File: config.mk
export PLATFORM = sky130hd
export DESIGN_NAME = ssl_start_stop
export DESIGN_NICKNAME = d
export VERILOG_FILES = /design/src/core/ssl_start_stop.v /design/src/core/ssl_input_sync.v
export VERILOG_INCLUDE_DIRS = /design/src /design/src/core
export SDC_FILE = /design/constraint.sdc
export NUM_CORES = 1
export LEC_CHECK = 0
export BUFFER_PORTS_ARGS = -buffer_cell sky130_fd_sc_hd__buf_2
export CELL_PAD_IN_SITES_DETAIL_PLACEMENT = 1
export CELL_PAD_IN_SITES_GLOBAL_PLACEMENT = 1
export CORE_MARGIN = 4
export CORE_UTILIZATION = 45
export DETAILED_ROUTE_END_ITERATION = 7
export PLACE_DENSITY = 0.84
export SLEW_MARGIN = 20
export SYNTH_ARGS = -nofsm -noshare
export SYNTH_HDL_FRONTEND = slang
export SYNTH_SLANG_ARGS = --single-unit
File: constraint.sdc
create_clock -name clock -period 7.3 [get_ports clock]
set_input_delay 1.095 -clock clock [delete_from_list [all_inputs] [get_ports clock]]
set_output_delay 1.095 -clock clock [all_outputs]
set_load 0.1 [all_outputs]
File: src/core/ssl_defs.vh
// constants for the start/stop input logic
// assumes inclusion by the block's design files only
//
// Overview of operation
// - scheme 3: forward input runs clockwise, reverse anticlockwise, exclusive.
// - scheme 2: start pulse starts drive, stop pulse stops it.
// - scheme 0 behaves as scheme 3 plus restart after fault.
// - automatic restart only when auto restart setting equals one.
// - restart after fault resumes on held level, no new edge needed.
// - scheme 1: first input is start, second selects reverse direction.
// - assignment 0 disables, 1 to 6 route inputs one to six.
// - stop, reversal and fault functions have own assignment, same decoding.
// - active reversal input inverts commanded rotation: forward becomes reverse, reverse becomes forward.
// - normally open fault input going active raises external fault.
// - functions activate on rising edge of terminal level; here stops in schemes 0, 1 and 3 and the direction follow levels.
`ifndef SSL_DEFS_VH
`define SSL_DEFS_VH

// ***********************
// register byte addresses
// ***********************
`define SSL_ADDR_SCHEME      8'h00
`define SSL_ADDR_FWD_SEL     8'h04
`define SSL_ADDR_STOP_SEL    8'h08
`define SSL_ADDR_FLIP_SEL    8'h0c
`define SSL_ADDR_FAULT_SEL   8'h10
`define SSL_ADDR_CONTROL     8'h14
`define SSL_ADDR_STATUS      8'h18
`define SSL_ADDR_IRQ_STATUS  8'h1c
`define SSL_ADDR_IRQ_MASK    8'h20

// ***********************
// reset values
// ***********************
`define SSL_RST_SCHEME       3'h3
`define SSL_RST_FWD_SEL      3'h1
`define SSL_RST_STOP_SEL     3'h2
`define SSL_RST_FLIP_SEL     3'h0
`define SSL_RST_FAULT_SEL    3'h0

// ***********************
// scheme codes
// ***********************
`define SSL_SCHEME_RESTART_AFTER_ERROR      3'h0
`define SSL_SCHEME_DIR       3'h1
`define SSL_SCHEME_PULSE     3'h2
`define SSL_SCHEME_EXCL      3'h3

// ***********************
// field positions
// ***********************
`define SSL_CTL_AUTO_RESTART 0
`define SSL_CTL_FAULT_ACK    1
`define SSL_ST_RUN           0
`define SSL_ST_REVERSE       1
`define SSL_ST_FAULT         2
`define SSL_IRQ_START        0
`define SSL_IRQ_STOP         1
`define SSL_IRQ_FAULT        2
`define SSL_IRQ_RESTART      3
`define SSL_IRQ_BITS         4

`endif

File: src/core/ssl_start_stop.v
// start/stop and fault input logic with apb register slave
// assumes one 20 MHz clock and an apb master on the same clock
//
// Implementation choices: the register offsets and the APB slave port.
`timescale 1ns/10ps
`default_nettype none
`include "ssl_defs.vh"

module ssl_start_stop #(
    parameter INPUTS = 6
) (
    input  wire              clock,
    input  wire              reset,
    input  wire              clock_enable,
    input  wire              psel,
    input  wire              penable,
    input  wire              pwrite,
    input  wire [7:0]        paddr,
    input  wire [31:0]       pwdata,
    output reg  [31:0]       prdata,
    output wire              pready,
    output wire              pslverr,
    input  wire [INPUTS-1:0] digital_input,
    input  wire              fault_report,
    output reg               run,
    output reg               reverse,
    output reg               ext_fault,
    output wire              irq
);

    reg  [2:0] start_stop_scheme_select;
    reg  [2:0] forward_start_input_select;
    reg  [2:0] stop_reverse_input_select;
    reg  [2:0] direction_flip_input_select;
    reg  [2:0] ext_fault_no_input_select;
    reg        auto_restart_setting;
    reg  [`SSL_IRQ_BITS-1:0] irq_status;
    reg  [`SSL_IRQ_BITS-1:0] irq_mask;
    reg        drive_fault;
    reg        prev_fault_report;
    reg        next_run;
    reg        next_reverse;
    reg        next_fault;
    reg        start_event;
    reg        stop_event;
    reg        restart_event;

    wire [INPUTS-1:0] in_level;
    wire [INPUTS-1:0] in_rise;
    wire [3:0]        fn_level;
    wire [3:0]        fn_rise;
    wire [2:0]        fn_select [0:3];
    wire              wr_en;
    wire              rd_en;
    wire              fault_ack;
    wire              fault_clear;
    wire              addr_ok;
    wire [`SSL_IRQ_BITS-1:0] irq_events;

    // ***********************
    // input synchroniser
    // ***********************
    ssl_input_sync #(
        .WIDTH(INPUTS)
    ) u_sync (
        .clock  (clock),
        .reset  (reset),
        .enable (clock_enable),
        .pins   (digital_input),
        .level  (in_level),
        .rise   (in_rise)
    );

    // ***********************
    // terminal assignment decode
    // ***********************
    assign fn_select[0] = forward_start_input_select;
    assign fn_select[1] = stop_reverse_input_select;
    assign fn_select[2] = direction_flip_input_select;
    assign fn_select[3] = ext_fault_no_input_select;

    genvar g;
    generate
        for (g = 0; g < 4; g = g + 1) begin : g_route
            // 0 disables, n routes input n
            assign fn_level[g] = (fn_select[g] != 3'h0) && (fn_select[g] <= INPUTS) &&
                                 in_level[fn_select[g] - 3'h1];
            assign fn_rise[g]  = (fn_select[g] != 3'h0) && (fn_select[g] <= INPUTS) &&
                                 in_rise[fn_select[g] - 3'h1];
        end
    endgenerate

    // ***********************
    // apb slave
    // ***********************
    assign pready  = 1'b1;
    assign addr_ok = (paddr == `SSL_ADDR_SCHEME) || (paddr == `SSL_ADDR_FWD_SEL) ||
                     (paddr == `SSL_ADDR_STOP_SEL) || (paddr == `SSL_ADDR_FLIP_SEL) ||
                     (paddr == `SSL_ADDR_FAULT_SEL) || (paddr == `SSL_ADDR_CONTROL) ||
                     (paddr == `SSL_ADDR_STATUS) || (paddr == `SSL_ADDR_IRQ_STATUS) ||
                     (paddr == `SSL_ADDR_IRQ_MASK);
    assign pslverr = psel && penable && !addr_ok;
    assign wr_en   = psel && penable && pwrite && addr_ok && clock_enable;
    assign rd_en   = psel && !penable && !pwrite;
    assign fault_ack = wr_en && (paddr == `SSL_ADDR_CONTROL) && pwdata[`SSL_CTL_FAULT_ACK];

    always @(posedge clock or posedge reset) begin
        if (reset) begin
            start_stop_scheme_select    <= `SSL_RST_SCHEME;
            forward_start_input_select  <= `SSL_RST_FWD_SEL;
            stop_reverse_input_select   <= `SSL_RST_STOP_SEL;
            direction_flip_input_select <= `SSL_RST_FLIP_SEL;
            ext_fault_no_input_select   <= `SSL_RST_FAULT_SEL;
            auto_restart_setting        <= 1'b0;
            irq_mask                    <= {`SSL_IRQ_BITS{1'b0}};
        end else if (wr_en) begin
            case (paddr)
                `SSL_ADDR_SCHEME: begin
                    start_stop_scheme_select <= pwdata[2:0];
                end
                `SSL_ADDR_FWD_SEL: begin
                    forward_start_input_select <= pwdata[2:0];
                end
                `SSL_ADDR_STOP_SEL: begin
                    stop_reverse_input_select <= pwdata[2:0];
                end
                `SSL_ADDR_FLIP_SEL: begin
                    direction_flip_input_select <= pwdata[2:0];
                end
                `SSL_ADDR_FAULT_SEL: begin
                    ext_fault_no_input_select <= pwdata[2:0];
                end
                `SSL_ADDR_CONTROL: begin
                    auto_restart_setting <= pwdata[`SSL_CTL_AUTO_RESTART];
                end
                `SSL_ADDR_IRQ_MASK: begin
                    irq_mask <= pwdata[`SSL_IRQ_BITS-1:0];
                end
                default: begin
                end
            endcase
        end
    end

    // read data registered in setup, stands through access
    always @(posedge clock or posedge reset) begin
        if (reset) begin
            prdata <= 32'h0000_0000;
        end else if (clock_enable && rd_en) begin
            case (paddr)
                `SSL_ADDR_SCHEME:     prdata <= {29'h0, start_stop_scheme_select};
                `SSL_ADDR_FWD_SEL:    prdata <= {29'h0, forward_start_input_select};
                `SSL_ADDR_STOP_SEL:   prdata <= {29'h0, stop_reverse_input_select};
                `SSL_ADDR_FLIP_SEL:   prdata <= {29'h0, direction_flip_input_select};
                `SSL_ADDR_FAULT_SEL:  prdata <= {29'h0, ext_fault_no_input_select};
                `SSL_ADDR_CONTROL:    prdata <= {31'h0, auto_restart_setting};
                `SSL_ADDR_STATUS:     prdata <= {29'h0, drive_fault, reverse, run};
                `SSL_ADDR_IRQ_STATUS: prdata <= {28'h0, irq_status};
                `SSL_ADDR_IRQ_MASK:   prdata <= {28'h0, irq_mask};
                default:              prdata <= 32'h0000_0000;
            endcase
        end
    end

    // ***********************
    // start/stop schemes
    // ***********************
    always @* begin
        next_run      = run;
        next_reverse  = reverse;
        next_fault    = drive_fault;
        start_event   = 1'b0;
        stop_event    = 1'b0;
        restart_event = 1'b0;
        case (start_stop_scheme_select)
            `SSL_SCHEME_EXCL, `SSL_SCHEME_RESTART_AFTER_ERROR: begin
                // interlocked: both or none held stops
                if (fn_level[0] ^ fn_level[1]) begin
                    if (!run && !drive_fault && (fn_rise[0] || fn_rise[1])) begin
                        next_run     = 1'b1;
                        next_reverse = fn_level[1] ^ fn_level[2];
                        start_event  = 1'b1;
                    end else if (run) begin
                        next_reverse = fn_level[1] ^ fn_level[2];
                    end
                end else begin
                    next_run   = 1'b0;
                    stop_event = run;
                end
            end
            `SSL_SCHEME_DIR: begin
                next_reverse = fn_level[1] ^ fn_level[2];
                if (!fn_level[0]) begin
                    next_run   = 1'b0;
                    stop_event = run;
                end else if (!run && !drive_fault && fn_rise[0]) begin
                    next_run    = 1'b1;
                    start_event = 1'b1;
                end
            end
            `SSL_SCHEME_PULSE: begin
                next_reverse = fn_level[2];
                if (fn_rise[1]) begin
                    next_run   = 1'b0;
                    stop_event = run;
                end else if (fn_rise[0] && !run && !drive_fault) begin
                    next_run    = 1'b1;
                    start_event = 1'b1;
                end
            end
            default: begin
                next_run   = 1'b0;
                stop_event = run;
            end
        endcase
        // fault: stop, then optional restart on held level
        if (fn_rise[3] || (fault_report && !prev_fault_report)) begin
            next_fault = 1'b1;
            next_run   = 1'b0;
            stop_event = run;
            start_event = 1'b0;
        end else if (drive_fault) begin
            next_run = 1'b0;
            if ((start_stop_scheme_select == `SSL_SCHEME_RESTART_AFTER_ERROR) && auto_restart_setting &&
                !fn_level[3] && !fault_report && (fn_level[0] ^ fn_level[1])) begin
                next_fault    = 1'b0;
                next_run      = 1'b1;
                next_reverse  = fn_level[1] ^ fn_level[2];
                restart_event = 1'b1;
            end else if (fault_clear) begin
                next_fault = 1'b0;
            end
        end
    end

    assign fault_clear = fault_ack && !fn_level[3] && !fault_report;

    always @(posedge clock or posedge reset) begin
        if (reset) begin
            run               <= 1'b0;
            reverse           <= 1'b0;
            drive_fault       <= 1'b0;
            ext_fault         <= 1'b0;
            prev_fault_report <= 1'b0;
        end else if (clock_enable) begin
            run               <= next_run;
            reverse           <= next_reverse;
            drive_fault       <= next_fault;
            prev_fault_report <= fault_report;
            if (fn_rise[3]) begin
                ext_fault <= 1'b1;
            end else if (!next_fault) begin
                ext_fault <= 1'b0;
            end
        end
    end

    // ***********************
    // interrupts
    // ***********************
    assign irq_events = {restart_event, next_fault & ~drive_fault, stop_event, start_event};

    always @(posedge clock or posedge reset) begin
        if (reset) begin
            irq_status <= {`SSL_IRQ_BITS{1'b0}};
        end else if (clock_enable) begin
            // set wins over write-one-clear
            if (wr_en && (paddr == `SSL_ADDR_IRQ_STATUS)) begin
                irq_status <= (irq_status & ~pwdata[`SSL_IRQ_BITS-1:0]) | irq_events;
            end else begin
                irq_status <= irq_status | irq_events;
            end
        end
    end

    assign irq = |(irq_status & irq_mask);

endmodule // ssl_start_stop

`default_nettype wire

File: src/core/ssl_input_sync.v
// three-stage synchroniser with edge detect for the digital inputs
// assumes one clock; inputs may be asynchronous to it
`timescale 1ns/10ps
`default_nettype none

module ssl_input_sync #(
    parameter WIDTH = 6
) (
    input  wire             clock,
    input  wire             reset,
    input  wire             enable,
    input  wire [WIDTH-1:0] pins,
    output reg  [WIDTH-1:0] level,
    output wire [WIDTH-1:0] rise
);

    reg [WIDTH-1:0] first_stage;
    reg [WIDTH-1:0] second_stage;
    reg [WIDTH-1:0] prev_level;

    // ***********************
    // sync and previous sample
    // ***********************
    always @(posedge clock or posedge reset) begin
        if (reset) begin
            first_stage  <= {WIDTH{1'b0}};
            second_stage <= {WIDTH{1'b0}};
            level        <= {WIDTH{1'b0}};
            prev_level   <= {WIDTH{1'b0}};
        end else if (enable) begin
            first_stage  <= pins;
            second_stage <= first_stage;
            level        <= second_stage;
            prev_level   <= level;
        end
    end

    // edge aligned with the level the decoder sees
    assign rise = level & ~prev_level;

endmodule // ssl_input_sync

`default_nettype wire

**Word level (Yosys, flattened, before mapping)**

Cells that the tools add are included.

- Multiplexer cells: 54
- Reduce and logical (&&, ||, !) cells: 69
- Order comparisons: 8
- $add $sub $neg: 4
- Eq/ne operators: 15
- Bitwise logic cells: 11

Operator list:

| kind | count |
|---|---|
| 1-bit 2-to-1 mux | 41 |
| 4-bit one-hot mux with 9 select lines | 1 |
| 1-bit logical AND | 34 |
| 8-bit by 5-bit equality test with 1-bit output (second input constant) | 4 |
| 1-bit binary-select mux with 3-bit select | 7 |
| 8-bit by 4-bit equality test with 1-bit output (second input constant) | 2 |
| 3-bit by 4-bit < comparator with 1-bit output (second input constant) | 4 |
| 2-bit AND reduction | 8 |
| 5-bit != test (second input constant) | 3 |
| 3-bit <= comparator (second input constant) | 4 |
| 1-bit one-hot mux with 3 select lines | 4 |
| 3-bit nonzero test | 4 |
| 3-bit by 1-bit subtractor with 3-bit output (second input constant) | 4 |
| 1-bit logical OR | 10 |
| 4-bit bitwise AND | 2 |
| 8-bit by 3-bit equality test with 1-bit output (second input constant) | 1 |
| 8-bit by 6-bit equality test with 1-bit output (second input constant) | 1 |
| 1-bit zero test | 8 |
| 8-bit zero test | 1 |
| 4-bit OR | 2 |
| 6-bit bitwise AND | 1 |
| 3-bit by 2-bit equality test with 1-bit output (second input constant) | 2 |
| 6-bit inverter | 1 |
| 4-bit 2-to-1 mux | 1 |
| 10 further kinds | 11 |

- Logic and storage cells: 179
- Register bits after elaboration: 85

**Logic depth before layout (Yosys ltp)**

- Depth in word-level cells: 22
- Mapped depth: 10
- Mapped depth without buffers: 10

**Hierarchy**

Synthesis repeated with hierarchy kept, for this count alone.

- Cells, all modules: 365
- Area total of the unflattened synthesis: 3871.2 um^2

Modules (own cells, without submodules):

| module | times used | cells an instance | area an instance (um^2) |
|---|---|---|---|
| ssl_start_stop | 1 | 307 | 2832.7 |
| ssl_input_sync | 1 | 58 | 1038.5 |

**Worst setup path after synthesis**

OpenSTA, ideal clock, no wires.

- Kind: input to output
- Start point: input port paddr[2]
- End point: output port pslverr
- Data required time: 6205 ps
- Data arrival time: 2438 ps
- Slack: 3767 ps
- Stages: 4
- Path through: clkbuf_1 or3_1 a21o_1 and3_1

- Word-level cells in the longest chain between the ends: 11
- Elaborated cells on any way between the ends: 19
- Classes of those cells: eq/ne (8); reduce/logical (11)

Ends and longest elaborated chain:

| item | RTL line | RTL |
|---|---|---|
| from (decl) | ssl_start_stop.v:18 | `input wire [7:0] paddr,` |
| 8-bit by 3-bit equality test with 1-bit output or 8-bit zero test (tied branches) | -- |  |
| 1-bit logical OR (7 in a row) | ssl_start_stop.v:97 | `` assign addr_ok = (paddr == `SSL_ADDR_SCHEME) \|\| (paddr == `SSL_ADDR_FWD_SEL) \|\| `` |
| 1-bit logical OR * | ssl_start_stop.v:97 |  |
| 1-bit zero test * | ssl_start_stop.v:102 | `assign pslverr = psel && penable && !addr_ok;` |
| 1-bit logical AND * | ssl_start_stop.v:102 |  |
| to (decl) | ssl_start_stop.v:22 | `output wire pslverr,` |

Mark *: on every way between the ends. The rest lies on a longest branch, timed or not.

**Worst setup path after layout**

- Start point: input port paddr[7]
- End point: output port pslverr

Same word-level chain as after synthesis.

==> out/results.ini <==
[detailed_routing]
met3_wire_len_um = 558
post-route-drc-count = 0
antenna_left = 0
met2_wl_um = 4790
drt_wl_total_um = 9520
route.top_layer_used = met4
wl_per_cell_um = 19.7
wl_met1_um = 3860
drt-vias-per-instance = 5.71
drtPass1Iterations = 4
via_count = 2752
first_iter_violations = 245

[synthesis]
synthMostInstantiatedCell = sky130_fd_sc_hd__dfrtp_1
synthesis.area_per_instance_um2 = 10.6
synthArstFlopShare = 1.00
dominant_cells_by_area_after_synthesis = sky130_fd_sc_hd__dfrtp_1, sky130_fd_sc_hd__mux2_2, sky130_fd_sc_hd__buf_4
ys_seq_area_frac = 0.395
synth_cells = 340
synth.ff_latch_count = 57
netlist.area_leader.share = 0.366
synth_area_um2 = 3620
synth-edff-count = 0
yosysWarningCount = 0
postSynth.topFlopCell = sky130_fd_sc_hd__dfrtp_1
netlist-cell-type-count = 54
synth_top_cells_by_count = sky130_fd_sc_hd__dfrtp_1, sky130_fd_sc_hd__mux2_2, sky130_fd_sc_hd__nand2_1
cell_type_with_the_largest_total_area_after_synthesis = sky130_fd_sc_hd__dfrtp_1

[clocking]
cts_tree = yes
clock_latency_ns = 0.34
cts_buffers = 9
clock_tree_buf_depth = 2
postCtsSetupRepairBufs = 0
clock_tree_root_driver_cell = sky130_fd_sc_hd__clkbuf_8
cts-hold-fix-buffers = 0
h-tree-depth = 3
cts.clk_slew.worst_paths_ns = 0.06
cts_sink_cnt = 57
cts_resized = 0

[pwr]
power_density_nw_per_um2 = 246
leakagePower_nw = 1.79
irDropWorstVdd_uv = 115

[sta]
hold_slack_ns = 0.500
setup_viol = 0
finalHoldViolations = 0
min_tclk_post_route_ns = 3.51
relSlewSlack = 0.430
fin_tns_setup_ns = 0
period_share = 0.481
max_freq_mhz = 285
slew_violations = 0
finClkSkew_ns = 0.0100
rsz0062_at_grt = no
worst_slew_pin_slew_ns = 0.848

[critical_path]
worstPathCellList = buf_2 -> or4_1 -> a21o_1 -> and3_1 -> buf_2
r2r_start = forward_start_input_select[0]
critical_path.startpoint = paddr[7]
worst-setup-path-type = input port to output pin
critical_path.max_stage_delay_ns = 0.57
critPathArrivalTime_ns = 2.42
slowest_stage = sky130_fd_sc_hd__or4_1
element_type_at_the_critical_path_end = output pin
timing.critical_path.from_type = input port
peak_fanout_along_the_critical_path = 3
critical_path_required_ns = 6.20
critPathMostFrequentCell = sky130_fd_sc_hd__buf_2

[global_routing]
antenna_found_initial = 0
global_route.usage.total = 0.206
globalRouteOverflowTotal = 0
pin_count_of_the_biggest_net_entering_global_routing = 58
first_global_vias = 2995
global_route_wire_length_before_repair_um = 15500

[layout]
area_delta_synth_final_pct = 10.2
fillCellCount = 873
antenna_cells_inserted = 0
nets = 440
share_of_layout_cells_above_drive_strength_1 = 0.316

[placement]
gp_congestion = 0.878
post-dp-hpwl_um = 6910
buffer_ports.inserted = 33

[die]
chipWidth_um = 97.7
coreArea_um2 = 7770
floorplan.rows = 32
die_height_um = 97.7
fp.dieArea_um2 = 9550
initial_core_util = 0.466
ios = 91

[run_status]
outcome = complete, no violations

[worst_hold_path]
worstHoldPathType = flip-flop to flip-flop
min_from = ext_fault

[flow_run]
cap_viol_max_count = 0

stage by stage:
| step | std cells | setup slack [ns] | instance area [um^2] | power (mW) | util |
|---|---|---|---|---|---|
| after floorplan | 367 | 3.77 | 3720 | 0.596 | - |
| after global placement | 466 | 3.80 | 3760 | 0.625 | 0.484 |
| after detailed placement | 466 | 3.79 | 3760 | 0.638 | 0.484 |
| after CTS | 482 | 3.78 | 3990 | 0.984 | 0.514 |
| after global routing | 482 | 3.74 | 3990 | 1.02 | 0.514 |
| final | 482 | 3.79 | 3990 | 0.980 | 0.514 |
critical path: cells and delay by family:
kind / cells / cell delay, ns
AOI/OAI and AO/OA: 1 / 0.20
and+or+nand+nor: 2 / 0.74
buffers and inverters: 2 / 0.37
sequential cells by signal, indices dropped and copies added, names as in the netlist:
name                         cells
run                              1
u_sync.second_stage              6
ext_fault_no_input_select        3
irq_mask                         4
drive_fault                      1
stop_reverse_input_select        3
prdata                           4
direction_flip_input_select      3
prev_fault_report                1
reverse                          1
ext_fault                        1
u_sync.first_stage               6
forward_start_input_select       3
auto_restart_setting             1
u_sync.prev_level                6
irq_status                       4
u_sync.level                     6
start_stop_scheme_select         3
worst paths after layout:
check	depth (start not counted)	endpoint	slack, ns
min in group asynchronous	3	u_sync.second_stage[4]	0.95
max in group asynchronous	3	stop_reverse_input_select[0]	5.86
setup reg to reg	10	reverse	4.15
setup / recovery	5	pslverr	3.79
hold / removal	1	ext_fault	0.50
hold reg to reg	1	ext_fault	0.50
per-layer routing:
layer / global-route usage / vias to the layer above
li1: - / 1237
met2: 0.347 / 102
met3: 0.0488 / 32
met1: 0.258 / 1381
met5: 0 / -
met4: 0.0799 / 0
logic make-up (layout without fill, tap and decap cells):
kind of cell / count (synthesis) / after routing / synth area share
other cells: 2 / 29 / 0.00207
simple gates: 99 / 99 / 0.143
xor+xnor: 5 / 5 / 0.0121
mux: 62 / 62 / 0.223
buf+inv: 54 / 67 / 0.0902
flops: 57 / 57 / 0.395
compound gates: 49 / 49 / 0.0933
fa+ha+maj: 12 / 12 / 0.0415
layout make-up:
| cell class | instances | area (um^2) | area share |
|---|---|---|---|
| timing repair buffer | 34 | 173 | 0.0433 |
| clock inverter | 5 | 77.6 | 0.0194 |
| multi-input combinational | 256 | 1960 | 0.492 |
| clock buffer | 11 | 151 | 0.0380 |
| tap | 102 | 128 | 0.0320 |
| sequential | 57 | 1430 | 0.359 |
| inverter | 17 | 63.8 | 0.0160 |
where the power goes:
group          total, mW  leakage, nW  internal (mW)  switching (mW)
clock              0.343        0.115          0.210           0.134
sequential         0.383        0.696          0.349          0.0341
combinational      0.253        0.982         0.0688           0.184
cells in the final DEF (no fill, tap or decap), drive strengths merged, types with 3 or more instances in the layout:
cell type	count
a21oi	8
a221oi	3
a22o	4
a22oi	3
a31oi	5
and2b	4
buf	34
clkbuf	11
conb	29
dfrtp	53
dfstp	4
ha	12
inv	17
mux2	43
mux2i	9
mux4	10
nand2	31
nand2b	3
nand3	3
nor2	20
nor2b	4
nor3	10
nor3b	4
o21ai	12
or3	3
xnor2	3
(Power assumes the default switching activity.)
